### config.mk
export PLATFORM = sky130hd
export DESIGN_NAME = eqlpc_top
export DESIGN_NICKNAME = d
export VERILOG_FILES = /design/src/common/eqlpc_pkg.sv /design/src/rtl/eqlpc_top.sv
export SDC_FILE = /design/constraint.sdc
export NUM_CORES = 1
export LEC_CHECK = 0
export ABC_AREA = 1
export BUFFER_PORTS_ARGS = -buffer_cell sky130_fd_sc_hd__buf_2
export CAP_MARGIN = 20
export CORE_UTILIZATION = 50
export DETAILED_ROUTE_END_ITERATION = 12
export PLACE_DENSITY_LB_ADDON = 0.3
export SYNTH_ARGS = -nofsm -noshare
export SYNTH_HDL_FRONTEND = slang
export SYNTH_SLANG_ARGS = --single-unit
### constraint.sdc
create_clock -name clk -period 2.1 [get_ports clk]
set_clock_uncertainty 0.05 [all_clocks]
set_input_delay 0.21 -clock clk [delete_from_list [all_inputs] [get_ports clk]]
set_output_delay 0.21 -clock clk [all_outputs]
set_load 0.03 [all_outputs]
### src/common/eqlpc_pkg.sv
// constants and types shared by the equalizer lock and polarity control block
//
// Contract
// - In hold mode the settled equalization stays frozen until power-down or a pin restart.
// - In hold mode the settled indicator stays high through signal loss until a pin restart.
// - In free mode settled rises only after the setting is unchanged for 100 lines.
// - With hold-select low the block adapts freely and never freezes the setting.
// - In free mode a changed solution drops settled and adaptation starts over.
// - The polarity pin reports swapped inputs high and nominal polarity low.
// - The video path is inverted exactly when the polarity pin level is high.
// - An external driver on the polarity pin overrides the detector and decides inversion.
// - The chroma pin shows burst presence and the path relies on burst only when it is high.
// - An external driver on the chroma pin overrides the colour detector.
package eqlpc_pkg;

  // ***************************************************************
  // timing
  // ***************************************************************
  localparam int CLK_MHZ      = 250;
  localparam int T_TOGGLE_MS  = 1;
  localparam int TOGGLE_CYC   = T_TOGGLE_MS * 1000 * CLK_MHZ;
  localparam int TOG_W        = 18;
  localparam int SETTLE_LINES = 100;
  localparam int LINE_W       = 7;

  // ***************************************************************
  // widths and reset values
  // ***************************************************************
  localparam int         EQ_W     = 6;
  localparam logic [5:0] EQ_RESET = 6'h00;

  // ***************************************************************
  // register map
  // ***************************************************************
  localparam int         ADR_W       = 8;
  localparam logic [7:0] ADR_CTRL    = 8'h00;
  localparam logic [7:0] ADR_STATUS  = 8'h04;
  localparam logic [7:0] ADR_EQ      = 8'h08;
  localparam logic [7:0] ADR_IRQ_ST  = 8'h0C;
  localparam logic [7:0] ADR_IRQ_MSK = 8'h10;
  localparam logic [1:0] CTRL_RESET  = 2'h3;
  localparam int         CTRL_POL_EN = 0;
  localparam int         CTRL_CHR_EN = 1;
  localparam int         ST_SETTLED  = 0;
  localparam int         ST_HELD     = 1;
  localparam int         ST_INVERT   = 2;
  localparam int         ST_CHROMA   = 3;
  localparam int         ST_HOLDSEL  = 4;
  localparam int         IRQ_N       = 3;
  localparam int         IRQ_RISE    = 0;
  localparam int         IRQ_FALL    = 1;
  localparam int         IRQ_RESTART = 2;

  // adaptation states
  typedef enum logic [1:0] {
    ACQ     = 2'b00,
    SETTLED = 2'b01,
    HELD    = 2'b10
  } eqlpc_mode_t;

endpackage

### src/rtl/eqlpc_top.sv
// settle, hold, pin restart and pin overdrive control with a wishbone register slave
//
// Our own choices: the Wishbone slave port and the placing of the registers.
module eqlpc_top #(
  parameter int TOGGLE_MIN = eqlpc_pkg::TOGGLE_CYC
) (
  input  wire logic                       clk,
  input  wire logic                       rst_b,
  input  wire logic                       ce,
  // wishbone slave
  input  wire logic                       wb_cyc_i,
  input  wire logic                       wb_stb_i,
  input  wire logic                       wb_we_i,
  input  wire logic [eqlpc_pkg::ADR_W-1:0] wb_adr_i,
  input  wire logic [3:0]                 wb_sel_i,
  input  wire logic [31:0]                wb_dat_i,
  output logic      [31:0]                wb_dat_o,
  output logic                            wb_ack_o,
  output logic                            irq,
  // adaptation engine, same clock
  input  wire logic                       line_stb,
  input  wire logic                       sig_present,
  input  wire logic [eqlpc_pkg::EQ_W-1:0] eq_proposal,
  input  wire logic                       det_swapped,
  input  wire logic                       det_burst,
  output logic      [eqlpc_pkg::EQ_W-1:0] eq_setting,
  output logic                            acq_restart,
  output logic                            invert_path,
  output logic                            burst_valid,
  // pins
  input  wire logic                       hold_sel_pin,
  output logic                            settled_indicator,
  input  wire logic                       pol_pin_i,
  output logic                            pol_pin_o,
  output logic                            pol_pin_oe,
  input  wire logic                       chroma_pin_i,
  output logic                            chroma_pin_o,
  output logic                            chroma_pin_oe
);
  import eqlpc_pkg::*;

  // ***************************************************************
  // state
  // ***************************************************************
  typedef struct packed {
    logic [1:0]        hold_s;
    logic [1:0]        pol_s;
    logic [1:0]        chr_s;
    eqlpc_mode_t       mode;
    logic [EQ_W-1:0]   eq;
    logic [LINE_W-1:0] lines;
    logic              tog_act;
    logic              tog_base;
    logic [TOG_W-1:0]  tog_cnt;
    logic              restart;
    logic              pol_drv;
    logic              chr_drv;
    logic [1:0]        ctrl;
    logic [IRQ_N-1:0]  irq_st;
    logic [IRQ_N-1:0]  irq_msk;
    logic              ack;
    logic [31:0]       rdat;
  } eqlpc_state_t;

  localparam logic [TOG_W-1:0]  TOG_LIM  = TOG_W'(TOGGLE_MIN);
  localparam logic [LINE_W-1:0] LINE_LIM = LINE_W'(SETTLE_LINES - 1);

  eqlpc_state_t s_r;
  eqlpc_state_t s_nxt;
  logic         restart_now;
  logic         code_chg;
  logic         settle_now;
  logic         bus_req;
  logic [31:0]  rd_mux;
  logic [IRQ_N-1:0] ev;

  // restart when the pin returns to its old level after a long enough excursion
  assign restart_now = ce && s_r.tog_act && (s_r.pol_s[1] == s_r.tog_base)
                       && (s_r.tog_cnt >= TOG_LIM);
  assign code_chg    = (eq_proposal != s_r.eq) || !sig_present;
  assign settle_now  = line_stb && !code_chg && (s_r.lines == LINE_LIM);
  assign bus_req     = wb_cyc_i && wb_stb_i && !s_r.ack;

  // ***************************************************************
  // register read mux
  // ***************************************************************
  always_comb begin
    rd_mux = 32'h0000_0000;
    if (wb_adr_i == ADR_CTRL) begin
      rd_mux[1:0] = s_r.ctrl;
    end else if (wb_adr_i == ADR_STATUS) begin
      rd_mux[ST_SETTLED] = (s_r.mode != ACQ);
      rd_mux[ST_HELD]    = (s_r.mode == HELD);
      rd_mux[ST_INVERT]  = s_r.pol_s[1];
      rd_mux[ST_CHROMA]  = s_r.chr_s[1];
      rd_mux[ST_HOLDSEL] = s_r.hold_s[1];
    end else if (wb_adr_i == ADR_EQ) begin
      rd_mux[EQ_W-1:0] = s_r.eq;
    end else if (wb_adr_i == ADR_IRQ_ST) begin
      rd_mux[IRQ_N-1:0] = s_r.irq_st;
    end else if (wb_adr_i == ADR_IRQ_MSK) begin
      rd_mux[IRQ_N-1:0] = s_r.irq_msk;
    end
  end

  // ***************************************************************
  // next state
  // ***************************************************************
  always_comb begin
    s_nxt = s_r;
    ev    = '0;
    if (ce) begin
      // pin synchronisers, second stage is the only reader of the first
      s_nxt.hold_s  = {s_r.hold_s[0], hold_sel_pin};
      s_nxt.pol_s   = {s_r.pol_s[0], pol_pin_i};
      s_nxt.chr_s   = {s_r.chr_s[0], chroma_pin_i};
      // own detector levels driven out weakly, outside drivers win
      s_nxt.pol_drv = det_swapped;
      s_nxt.chr_drv = det_burst;
      s_nxt.restart = restart_now;

      // toggle watcher on the synchronised polarity level; the idle base
      // follows the second stage so the first stage has no other reader
      if (!s_r.tog_act) begin
        s_nxt.tog_base = s_r.pol_s[1];
        if (s_r.pol_s[1] != s_r.tog_base) begin
          s_nxt.tog_act  = 1'b1;
          s_nxt.tog_base = s_r.tog_base;
          s_nxt.tog_cnt  = '0;
        end
      end else if (s_r.pol_s[1] == s_r.tog_base) begin
        s_nxt.tog_act = 1'b0;
      end else if (s_r.tog_cnt < TOG_LIM) begin
        s_nxt.tog_cnt = s_r.tog_cnt + TOG_W'(1);
      end

      // adaptation state machine
      case (s_r.mode)
        ACQ: begin
          s_nxt.eq = eq_proposal;
          if (code_chg) begin
            s_nxt.lines = '0;
          end else if (settle_now) begin
            s_nxt.mode  = s_r.hold_s[1] ? HELD : SETTLED;
            s_nxt.lines = '0;
            ev[IRQ_RISE] = 1'b1;
          end else if (line_stb) begin
            s_nxt.lines = s_r.lines + LINE_W'(1);
          end
        end
        SETTLED: begin
          s_nxt.eq = eq_proposal;
          if (code_chg) begin
            s_nxt.mode   = ACQ;
            s_nxt.lines  = '0;
            ev[IRQ_FALL] = 1'b1;
          end else if (s_r.hold_s[1]) begin
            s_nxt.mode = HELD;
          end
        end
        HELD: begin
          // setting frozen, signal loss ignored
          if (!s_r.hold_s[1]) begin
            s_nxt.mode = SETTLED;
          end
        end
        default: begin
          s_nxt.mode = ACQ;
        end
      endcase

      // a completed toggle wins over everything else
      if (restart_now) begin
        if (s_r.mode != ACQ) begin
          ev[IRQ_FALL] = 1'b1;
        end
        ev[IRQ_RISE]    = 1'b0;
        ev[IRQ_RESTART] = 1'b1;
        s_nxt.mode      = ACQ;
        s_nxt.eq        = EQ_RESET;
        s_nxt.lines     = '0;
      end

      // wishbone slave, one wait state then ack for one cycle
      s_nxt.ack  = bus_req;
      s_nxt.rdat = bus_req ? rd_mux : 32'h0000_0000;
      if (bus_req && wb_we_i && wb_sel_i[0]) begin
        if (wb_adr_i == ADR_CTRL) begin
          s_nxt.ctrl = wb_dat_i[1:0];
        end else if (wb_adr_i == ADR_IRQ_MSK) begin
          s_nxt.irq_msk = wb_dat_i[IRQ_N-1:0];
        end
      end
      // sticky events, write one clears, a new event wins
      s_nxt.irq_st = s_r.irq_st;
      if (bus_req && wb_we_i && wb_sel_i[0] && wb_adr_i == ADR_IRQ_ST) begin
        s_nxt.irq_st = s_r.irq_st & ~wb_dat_i[IRQ_N-1:0];
      end
      s_nxt.irq_st = s_nxt.irq_st | ev;
    end
  end

  // ***************************************************************
  // state register
  // ***************************************************************
  always_ff @(posedge clk) begin
    if (!rst_b) begin
      s_r         <= '0;
      s_r.mode    <= ACQ;
      s_r.eq      <= EQ_RESET;
      s_r.ctrl    <= CTRL_RESET;
      s_r.rdat    <= 32'h0000_0000;
    end else begin
      s_r <= s_nxt;
    end
  end

  // ***************************************************************
  // outputs
  // ***************************************************************
  assign wb_dat_o          = s_r.rdat;
  assign wb_ack_o          = s_r.ack;
  assign irq               = |(s_r.irq_st & s_r.irq_msk);
  assign eq_setting        = s_r.eq;
  assign acq_restart       = s_r.restart;
  assign settled_indicator = (s_r.mode != ACQ);
  assign invert_path       = s_r.pol_s[1];
  assign burst_valid       = s_r.chr_s[1];
  assign pol_pin_o         = s_r.pol_drv;
  assign pol_pin_oe        = s_r.ctrl[CTRL_POL_EN];
  assign chroma_pin_o      = s_r.chr_drv;
  assign chroma_pin_oe     = s_r.ctrl[CTRL_CHR_EN];
endmodule

# --- After elaboration in Yosys (flattened, before gate mapping) ---
# Cells that the tools add are included.
totals:
  memories: 0
  register_bits: 85
  in_bits: 63
  mem_bits_rw: 0
  romBits: 0
  word_cells: 111
  out_inout_bits: 48
  latch_bits: 0
classes:
  magnitude_cmp: 2
  reduce_logical: 27
  bitwise_logic: 7
  n_shift: 0
  multipliers: 0
  n_mux: 38
  div_mod_pow: 0
  addsub: 2
  eq_ne: 18
op_table:
  columns: ["cell", "count"]
  rows:
  - ["2-to-1 mux 18 bit", 3]
  - ["2-to-1 mux 7 bit", 4]
  - ["one-hot mux 13 bit (2 select lines)", 1]
  - ["2-to-1 mux 3 bit", 8]
  - ["2-to-1 mux 20 bit", 1]
  - ["adder 18 x 1 -> 18 bit (second input constant)", 1]
  - [">= comparator 18 bit (second input constant)", 1]
  - ["< comparator 18 bit (second input constant)", 1]
  - ["== test 8 x 4 -> 1 bit (second input constant)", 2]
  - ["2-to-1 mux 15 bit", 1]
  - ["2-to-1 mux 2 bit", 7]
  - ["inequality test 3 bit (second input constant)", 4]
  - ["AND reduction 4 bit", 3]
  - ["logical AND 1 bit", 10]
  - ["2-to-1 mux 1 bit", 9]
  - ["== test 8 x 3 -> 1 bit (second input constant)", 1]
  - ["== test 8 x 5 -> 1 bit (second input constant)", 1]
  - ["logical NOT 8 bit", 1]
  - ["adder 7 x 1 -> 7 bit (second input constant)", 1]
  - ["== test 7 bit (second input constant)", 1]
  - ["AND 3 bit", 2]
  - ["2-to-1 mux 6 bit", 1]
  - ["inequality test 6 bit", 1]
  - ["one-hot mux 2 bit (3 select lines)", 1]
  - ["other kinds (22)", 28]

# --- Logic depth before layout (Yosys ltp) ---
# Gate-level depths: netlist (run 1).
logic_depth:
  ltp_word: 11
  ltp_mapped: 13
  depth_no_buf: 13

# --- Least setup slack after synthesis (run 1) ---
# Ideal clock, no wire load.
synth_timing:
  path_kind: "flip-flop to flip-flop"
  from: "register s_r (netlist bit invert_path)"
  to: "register s_r[64] in the netlist's numbering"
  period_less_slack_ps: 1706
  stages_incl_launch_ff: 11
  t_required_ps: 1934
  setup_time_ps: 116
  n_path_buf: 1
  path_slack_ps: 394
  arrival_ps: 1541
  path_cell_list: "dfxtp_1 > inv_1 > nand2_1 > nand2_1 > nor2_1 > nand3_4 > a21oi_4 > buf_6 > nand3_1 > nand2_1 > nor2_1"
synth_between:
  elab_chain_len: 5
  word_cells_on_any_way: 8
  classes_between: "eq/ne (3); mux (1); reduce/logical (4)"
synth_lines:
  columns: ["item", "line", "text"]
  rows:
  - ["start, declared", "eqlpc_top.sv:68", "eqlpc_state_t s_r;"]
  - ["start signal, assigned", "eqlpc_top.sv:214", "s_r <= s_nxt;"]
  - ["== test 1 bit (*)", "eqlpc_top.sv:78", "assign restart_now = ce && s_r.tog_act && (s_r.pol_s[1] == s_r.tog_base)"]
  - ["logical AND 1 bit (*)", "eqlpc_top.sv:78", null]
  - ["logical AND 1 bit (*)", "eqlpc_top.sv:79", "&& (s_r.tog_cnt >= TOG_LIM);"]
  - ["inequality test 5 bit (no line), or another cell as far along", null, null]
  - ["AND reduction 4 bit (no line)", null, null]
# Every way passes the cells marked *; elsewhere a longest branch is shown, timed or not.
# A chain may end at the register's enable or synchronous reset.

# --- Worst setup path in the final report (run 1) ---
layout_timing:
  from: "register s_r[58] in the netlist's numbering"
  to: "register s_r[69] in the netlist's numbering"
layout_between:
  elab_chain_len: 4
  word_cells_on_any_way: 7
  classes_between: "order compare (1); eq/ne (2); mux (1); reduce/logical (3)"
layout_lines:
  columns: ["item", "line"]
  rows:
  - [">= comparator 18 bit (*)", "eqlpc_top.sv:79"]
  - ["logical AND 1 bit (*)", "eqlpc_top.sv:79"]
  - ["inequality test 5 bit (no line), or another cell as far along", null]
  - ["AND reduction 4 bit (no line)", null]
# Marks and branches as above.

==> impl_metrics.env, run 1 <==
export IMPL_status="finished, final reports clean"
export IMPL_critPathMaxStageDelay_ns=0.39
export IMPL_holdBufCountCts=0
export IMPL_finalSetupTns_ns=0
export IMPL_finalSetupViolCount=0
export IMPL_grt_busiest_layer="met2"
export IMPL_wirelength_um=7950
export IMPL_synth_area_leader_cell="dfxtp_1"
export IMPL_worst_path_max_delay_cell="dfxtp_1"
export IMPL_ir_drop_mv=0.425
export IMPL_rsz0062_at_grt="false"
export IMPL_postSynth_asyncResetShare_pct=0
export IMPL_cts_tree="done"
export IMPL_synth_avg_cell_area_um2=6.56
export IMPL_io_pins=111
export IMPL_die_w_um=85.5
export IMPL_port_buffers=52
export IMPL_clock_path_buffers=2
export IMPL_synth_top_cell_area_share_pct=33.9
export IMPL_cp_end_kind="flop"
export IMPL_synth_seq_cells=59
export IMPL_clock_latency_ns=0.34
export IMPL_fill_cells=631
export IMPL_synth_edf_count=0
export IMPL_synth_area_leaders="dfxtp_1, nand2_1, buf_4, inv_1, nor2_1"
export IMPL_switching_share_pct=25.6
export IMPL_ys_seq_area_share_pct=33.9
export IMPL_power_density_nw_per_um2=689
export IMPL_hold_viol_final=0
export IMPL_crit_type="flop to flop"
export IMPL_grt_pass1_wl_um=13200
export IMPL_core_area_um2=6760
export IMPL_grt_ovfl_total=0
export IMPL_cts_htree_levels=3
export IMPL_met1_usage_pct=31.6
export IMPL_start_kind="flop"
export IMPL_antenna_found_initial=0
export IMPL_vias=3418
export IMPL_period_needed_ns=1.92
export IMPL_dieArea_um2=7310
export IMPL_grt_util_all_layers_pct=22.6
export IMPL_seqCellArea_um2=1180
export IMPL_fin_crit_sh_pct=91.4
export IMPL_grt_pass1_vias=2929
export IMPL_max_freq_mhz=521
export IMPL_fp_dieH_um=85.5
export IMPL_gp_congestion=0.926
export IMPL_p_seq_share_pct=43.1
export IMPL_postPlaceCellArea_um2=3670
export IMPL_design_area_um2=3910
export IMPL_post_drt_via_cell_ratio=5.15
export IMPL_use_met3_pct=3.46
export IMPL_grt_max_degree=28
export IMPL_wire_per_inst_um=12.0
export IMPL_cts_root_buf="clkbuf_8"
export IMPL_cts_buffers=9
export IMPL_leakage_nw=1.75
export IMPL_synth_main_ff_cell="dfxtp_1"
export IMPL_drive_gt1_share_pct=15.6
export IMPL_syn2layout_area_growth_pct=12.1
export IMPL_antenna_diode_count=0
export IMPL_combinationalPowerShare_pct=10.6
export IMPL_cts_resized=0
export IMPL_multi_input_area_um2=1800
export IMPL_switchingPower_mw=0.690
export IMPL_fp_row_count=30
export IMPL_drc=0
export IMPL_cp_required_ns=2.27
export IMPL_internal_power_mw=2.00
export IMPL_ys_warnings_count=0
export IMPL_cp_top_family="simple AND/OR/NAND/NOR gates"
export IMPL_crit_fanout=11
export IMPL_cp_common_cell="nand2_1"
export IMPL_slew_violations=0
export IMPL_ant_nets=0
export IMPL_first_pass_iters=5
export IMPL_max_cap_viol_count=0
export IMPL_crit_buf_inv=0
export IMPL_hold_class="primary input to flop"
export IMPL_path_cells="nand2_1, nor2_2, nand2_1, nor2_4, nand3_4, a21oi_4, nand3_1, nand2_1, nor2_1"
export IMPL_worstPathArrival_ns=2.09
export IMPL_nets=645
export IMPL_synth_lib_cells_used_distinct=35
export IMPL_syn_area_um2=3490
export IMPL_clkPwrFrac_pct=46.3
export IMPL_synth_common_cells="nand2_1, inv_1, nor2_1, dfxtp_1, a21oi_1"
export IMPL_dr_first_iter_drc_count=226
export IMPL_hpwl_um=5830
export IMPL_grt_use_met2_pct=34.6
export IMPL_syn_inst=532
export IMPL_initial_core_util_pct=51.6
export IMPL_cts_sinks=59
export IMPL_cts_clk_slew_worst_paths_ns=0.07
export IMPL_synth_most_common_cell="nand2_1"
export IMPL_cts_setup_buffers=0
-- routing by layer --
metal | vias to the layer above | share of wire [%]
li1 | 1747 | -
met1 | 1506 | 48
met2 | 144 | 43
met3 | 21 | 6.5
met4 | 0 | 2.0
met5 | - | 0
-- placed cells by master (no fill, tap or decap), drive strengths merged, types with 5 or more instances in the layout --
master,Yosys,layout
a211oi,5,5
a21oi,44,44
buf,43,62
clkbuf,8,9
conb,1,26
dfxtp,59,59
inv,67,67
nand2,120,120
nand3,37,37
nand4,15,15
nor2,68,68
nor3,13,13
o211ai,7,7
o21ai,27,27
xor2,5,5
-- layout make-up --
cell class                 instances  share of cell area [%]
multi-input combinational        379                    46.0
inverter                          68                    6.53
clock inverter                     7                    2.98
sequential                        59                    30.2
tap                               80                    2.56
clock buffer                       9                    3.17
timing repair buffer              62                    8.58
-- power by group through the flow --
stage	logic (mW)	clock network, mW	registers [mW]
floorplan	0.240	0	1.19
global placement	0.281	0	1.18
detailed placement	0.284	0	1.19
CTS	0.286	1.27	1.16
global route	0.315	1.32	1.16
finish	0.287	1.25	1.16
-- worst paths after layout --
kind                start      end  slack [ns]  depth (start not counted)
max               s_r[58]  s_r[69]        0.18                          9
min          chroma_pin_i  s_r[79]        0.04                          3
max reg2reg       s_r[58]  s_r[69]        0.18                          9
min reg2reg       s_r[62]  s_r[62]        0.40                          2
-- flip-flops by register name, indices dropped and copies added (netlist names) --
name and count:
pol_pin_o 1, chroma_pin_o 1, eq_setting 6, acq_restart 1
invert_path 1, burst_valid 1, pol_pin_oe 1, wb_ack_o 1
chroma_pin_oe 1, s_r 39, wb_dat_o 6
-- kinds of logic (layout without fill, tap and decap cells) --
group                    count (synthesis)  after routing  synth area share (%)
buffers and inverters                  119            146                  17.3
adder cells (fa/ha/maj)                  3              3                  1.08
AO/OA/AOI/OAI                           89             89                  14.5
flip-flops                              59             59                  33.9
XOR/XNOR                                 5              5                  1.26
other                                    1             26                 0.108
AND/OR/NAND/NOR                        256            256                  31.9
-- worst register-to-register path, delay by kind of cell (launching register included) --
| family | cells | cell delay (ns) |
|---|---|---|
| flip-flops | 1 | 0.39 |
| AND/OR/NAND/NOR | 8 | 1.00 |
| AO/OA/AOI/OAI | 1 | 0.36 |
-- through the flow --
step | hold WS, ns | setup slack [ns] | power [mW] | util, % | cells
2_1_floorplan | 0.295 | 0.394 | 1.43 | - | 557
3_3_place_gp | 0.381 | 0.266 | 1.47 | 54.3 | 648
3_5_place_dp | 0.391 | 0.223 | 1.47 | 54.3 | 648
4_1_cts | 0.0314 | 0.202 | 2.71 | 57.9 | 664
5_1_grt | 0.0395 | 0.0380 | 2.80 | 57.9 | 664
6_report | 0.0436 | 0.181 | 2.69 | 57.9 | 664
No activity file was read; power rests on OpenSTA's default activity.
==> run 2, diff against run 1 <==
CORE_MARGIN = 1.5   (was not set)
==> impl_metrics.env, run 2 (synthesis gave the netlist of run 1 again) <==
export IMPL_status="finished, final reports clean"
export IMPL_finalSetupViolCount=0
export IMPL_cts_sinks=59
export IMPL_hpwl_um=5920
export IMPL_finalSetupTns_ns=0
export IMPL_vias=3492
export IMPL_ant_nets=0
export IMPL_cts_htree_levels=3
export IMPL_cp_end_kind="flop"
export IMPL_use_met3_pct=4.29
export IMPL_grt_pass1_vias=2831
export IMPL_period_needed_ns=1.86
export IMPL_antenna_diode_count=0
export IMPL_gp_congestion=0.951
export IMPL_fill_cells=657
export IMPL_cp_required_ns=2.27
export IMPL_max_freq_mhz=538
export IMPL_dieArea_um2=7490
export IMPL_worstPathArrival_ns=2.03
export IMPL_wire_per_inst_um=12.0
export IMPL_grt_util_all_layers_pct=21.8
export IMPL_whs_path_depth=3
export IMPL_drive_gt1_share_pct=15.7
export IMPL_fin_crit_sh_pct=88.5
export IMPL_grt_pass1_wl_um=12900
export IMPL_crit_fanout=9
export IMPL_grt_use_met2_pct=32.5
export IMPL_grt_ovfl_total=0
export IMPL_core_area_um2=6760
export IMPL_syn2layout_area_growth_pct=11.2
export IMPL_final_cell_mix="nand2_1, inv_1, nor2_1, dfxtp_1, buf_2"
export IMPL_crit_type="flop to flop"
export IMPL_grt_max_degree=28
export IMPL_met1_usage_pct=30.6
export IMPL_hold_worst_slack_ns=0.0507
export IMPL_cts_tree="done"
export IMPL_drc=0
export IMPL_clock_latency_ns=0.34
export IMPL_first_pass_iters=5
export IMPL_grt_busiest_layer="met2"
export IMPL_final_common_cell="nand2_1"
export IMPL_holdBufCountCts=0
export IMPL_initial_core_util_pct=51.6
export IMPL_fp_dieH_um=86.5
export IMPL_rr_worst_depth=9
export IMPL_rsz0062_at_grt="false"
export IMPL_max_cap_viol_count=0
export IMPL_cts_root_buf="clkbuf_8"
export IMPL_multi_input_area_um2=1800
export IMPL_dr_first_iter_drc_count=188
export IMPL_regMostFlops="s_r"
export IMPL_largest_reg_flops=39
export IMPL_cts_buffers=9
export IMPL_start_kind="flop"
export IMPL_cts_clk_slew_worst_paths_ns=0.07
export IMPL_hold_class="primary input to flop"
export IMPL_wirelength_um=7970
export IMPL_slew_violations=0
export IMPL_antenna_found_initial=0
export IMPL_die_w_um=86.5
export IMPL_hold_viol_final=0
export IMPL_leakage_nw=1.74
export IMPL_postPlaceCellArea_um2=3660
export IMPL_seqCellArea_um2=1180
export IMPL_fp_row_count=30
export IMPL_design_area_um2=3880
export IMPL_io_pins=111
export IMPL_ir_drop_mv=0.456
export IMPL_port_buffers=52
export IMPL_nets=647
export IMPL_power_density_nw_per_um2=639
export IMPL_clock_path_buffers=2
export IMPL_post_drt_via_cell_ratio=5.24
## run 2: cell types whose count changed in the layout (fill, tap and decap cells not counted)
cell / delta
buf_4: +2
bufinv_16: -2
clkbuf_1: +1
clkbuf_8: +1
clkinv_2: +1
clkinv_4: -1
## run 2: through the flow
stage,instances,worst slack (ns),total power [mW],util [%]
CTS,663,0.208,2.49,57.1
detailed placement,647,0.210,1.47,54.2
finish,666,0.241,2.48,57.4
floorplan,557,0.394,1.43,-
global route,666,0.0434,2.58,57.4
global placement,647,0.257,1.46,54.2
## run 2: per-layer routing
layer  wire length, um  share of wire [%]  vias to the layer above
li1                  -                  -                     1756
met5                 0                  0                        -
met4               100                1.3                        0
met3               464                5.8                       10
met1              3920                 49                     1593
met2              3490                 44                      133
## run 2: cell type report
cell class | count | area share [%]
Inverter | 68 | 6.58
Clock inverter | 5 | 1.36
Timing Repair Buffer | 64 | 9.04
Multi-Input combinational cell | 379 | 46.3
Clock buffer | 11 | 3.65
Sequential cell | 59 | 30.5
Tap cell | 80 | 2.58
## run 2: report_power, final
part           internal (mW)  switching, mW
registers               1.14         0.0186
clock network          0.574          0.453
logic                 0.0774          0.212
## run 2: what timing repair did
| action | 4_1_cts | 5_1_grt |
|---|---|---|
| gates resized for setup | 0 | 0 |
| setup endpoints to repair | 0 | 4 |
| setup buffers | 0 | 3 |
## run 2: path summary, 6_finish.rpt
kind	to	slack (ns)	from
max reg2reg	s_r[69]	0.24	s_r[58]
max	s_r[69]	0.24	s_r[58]
min reg2reg	s_r[62]	0.40	s_r[62]
min	s_r[79]	0.05	chroma_pin_i
## run 2: worst max-delay path, cell delays in order, from the launching register on
cell and delay (ns):
dfxtp_1 0.40, nand2_1 0.10, nor2_2 0.11, nand2_1 0.10, nor2_4 0.12, nand3_4 0.18
a21oi_4 0.31, nand3_1 0.15, nand2_1 0.17, nor2_1 0.07
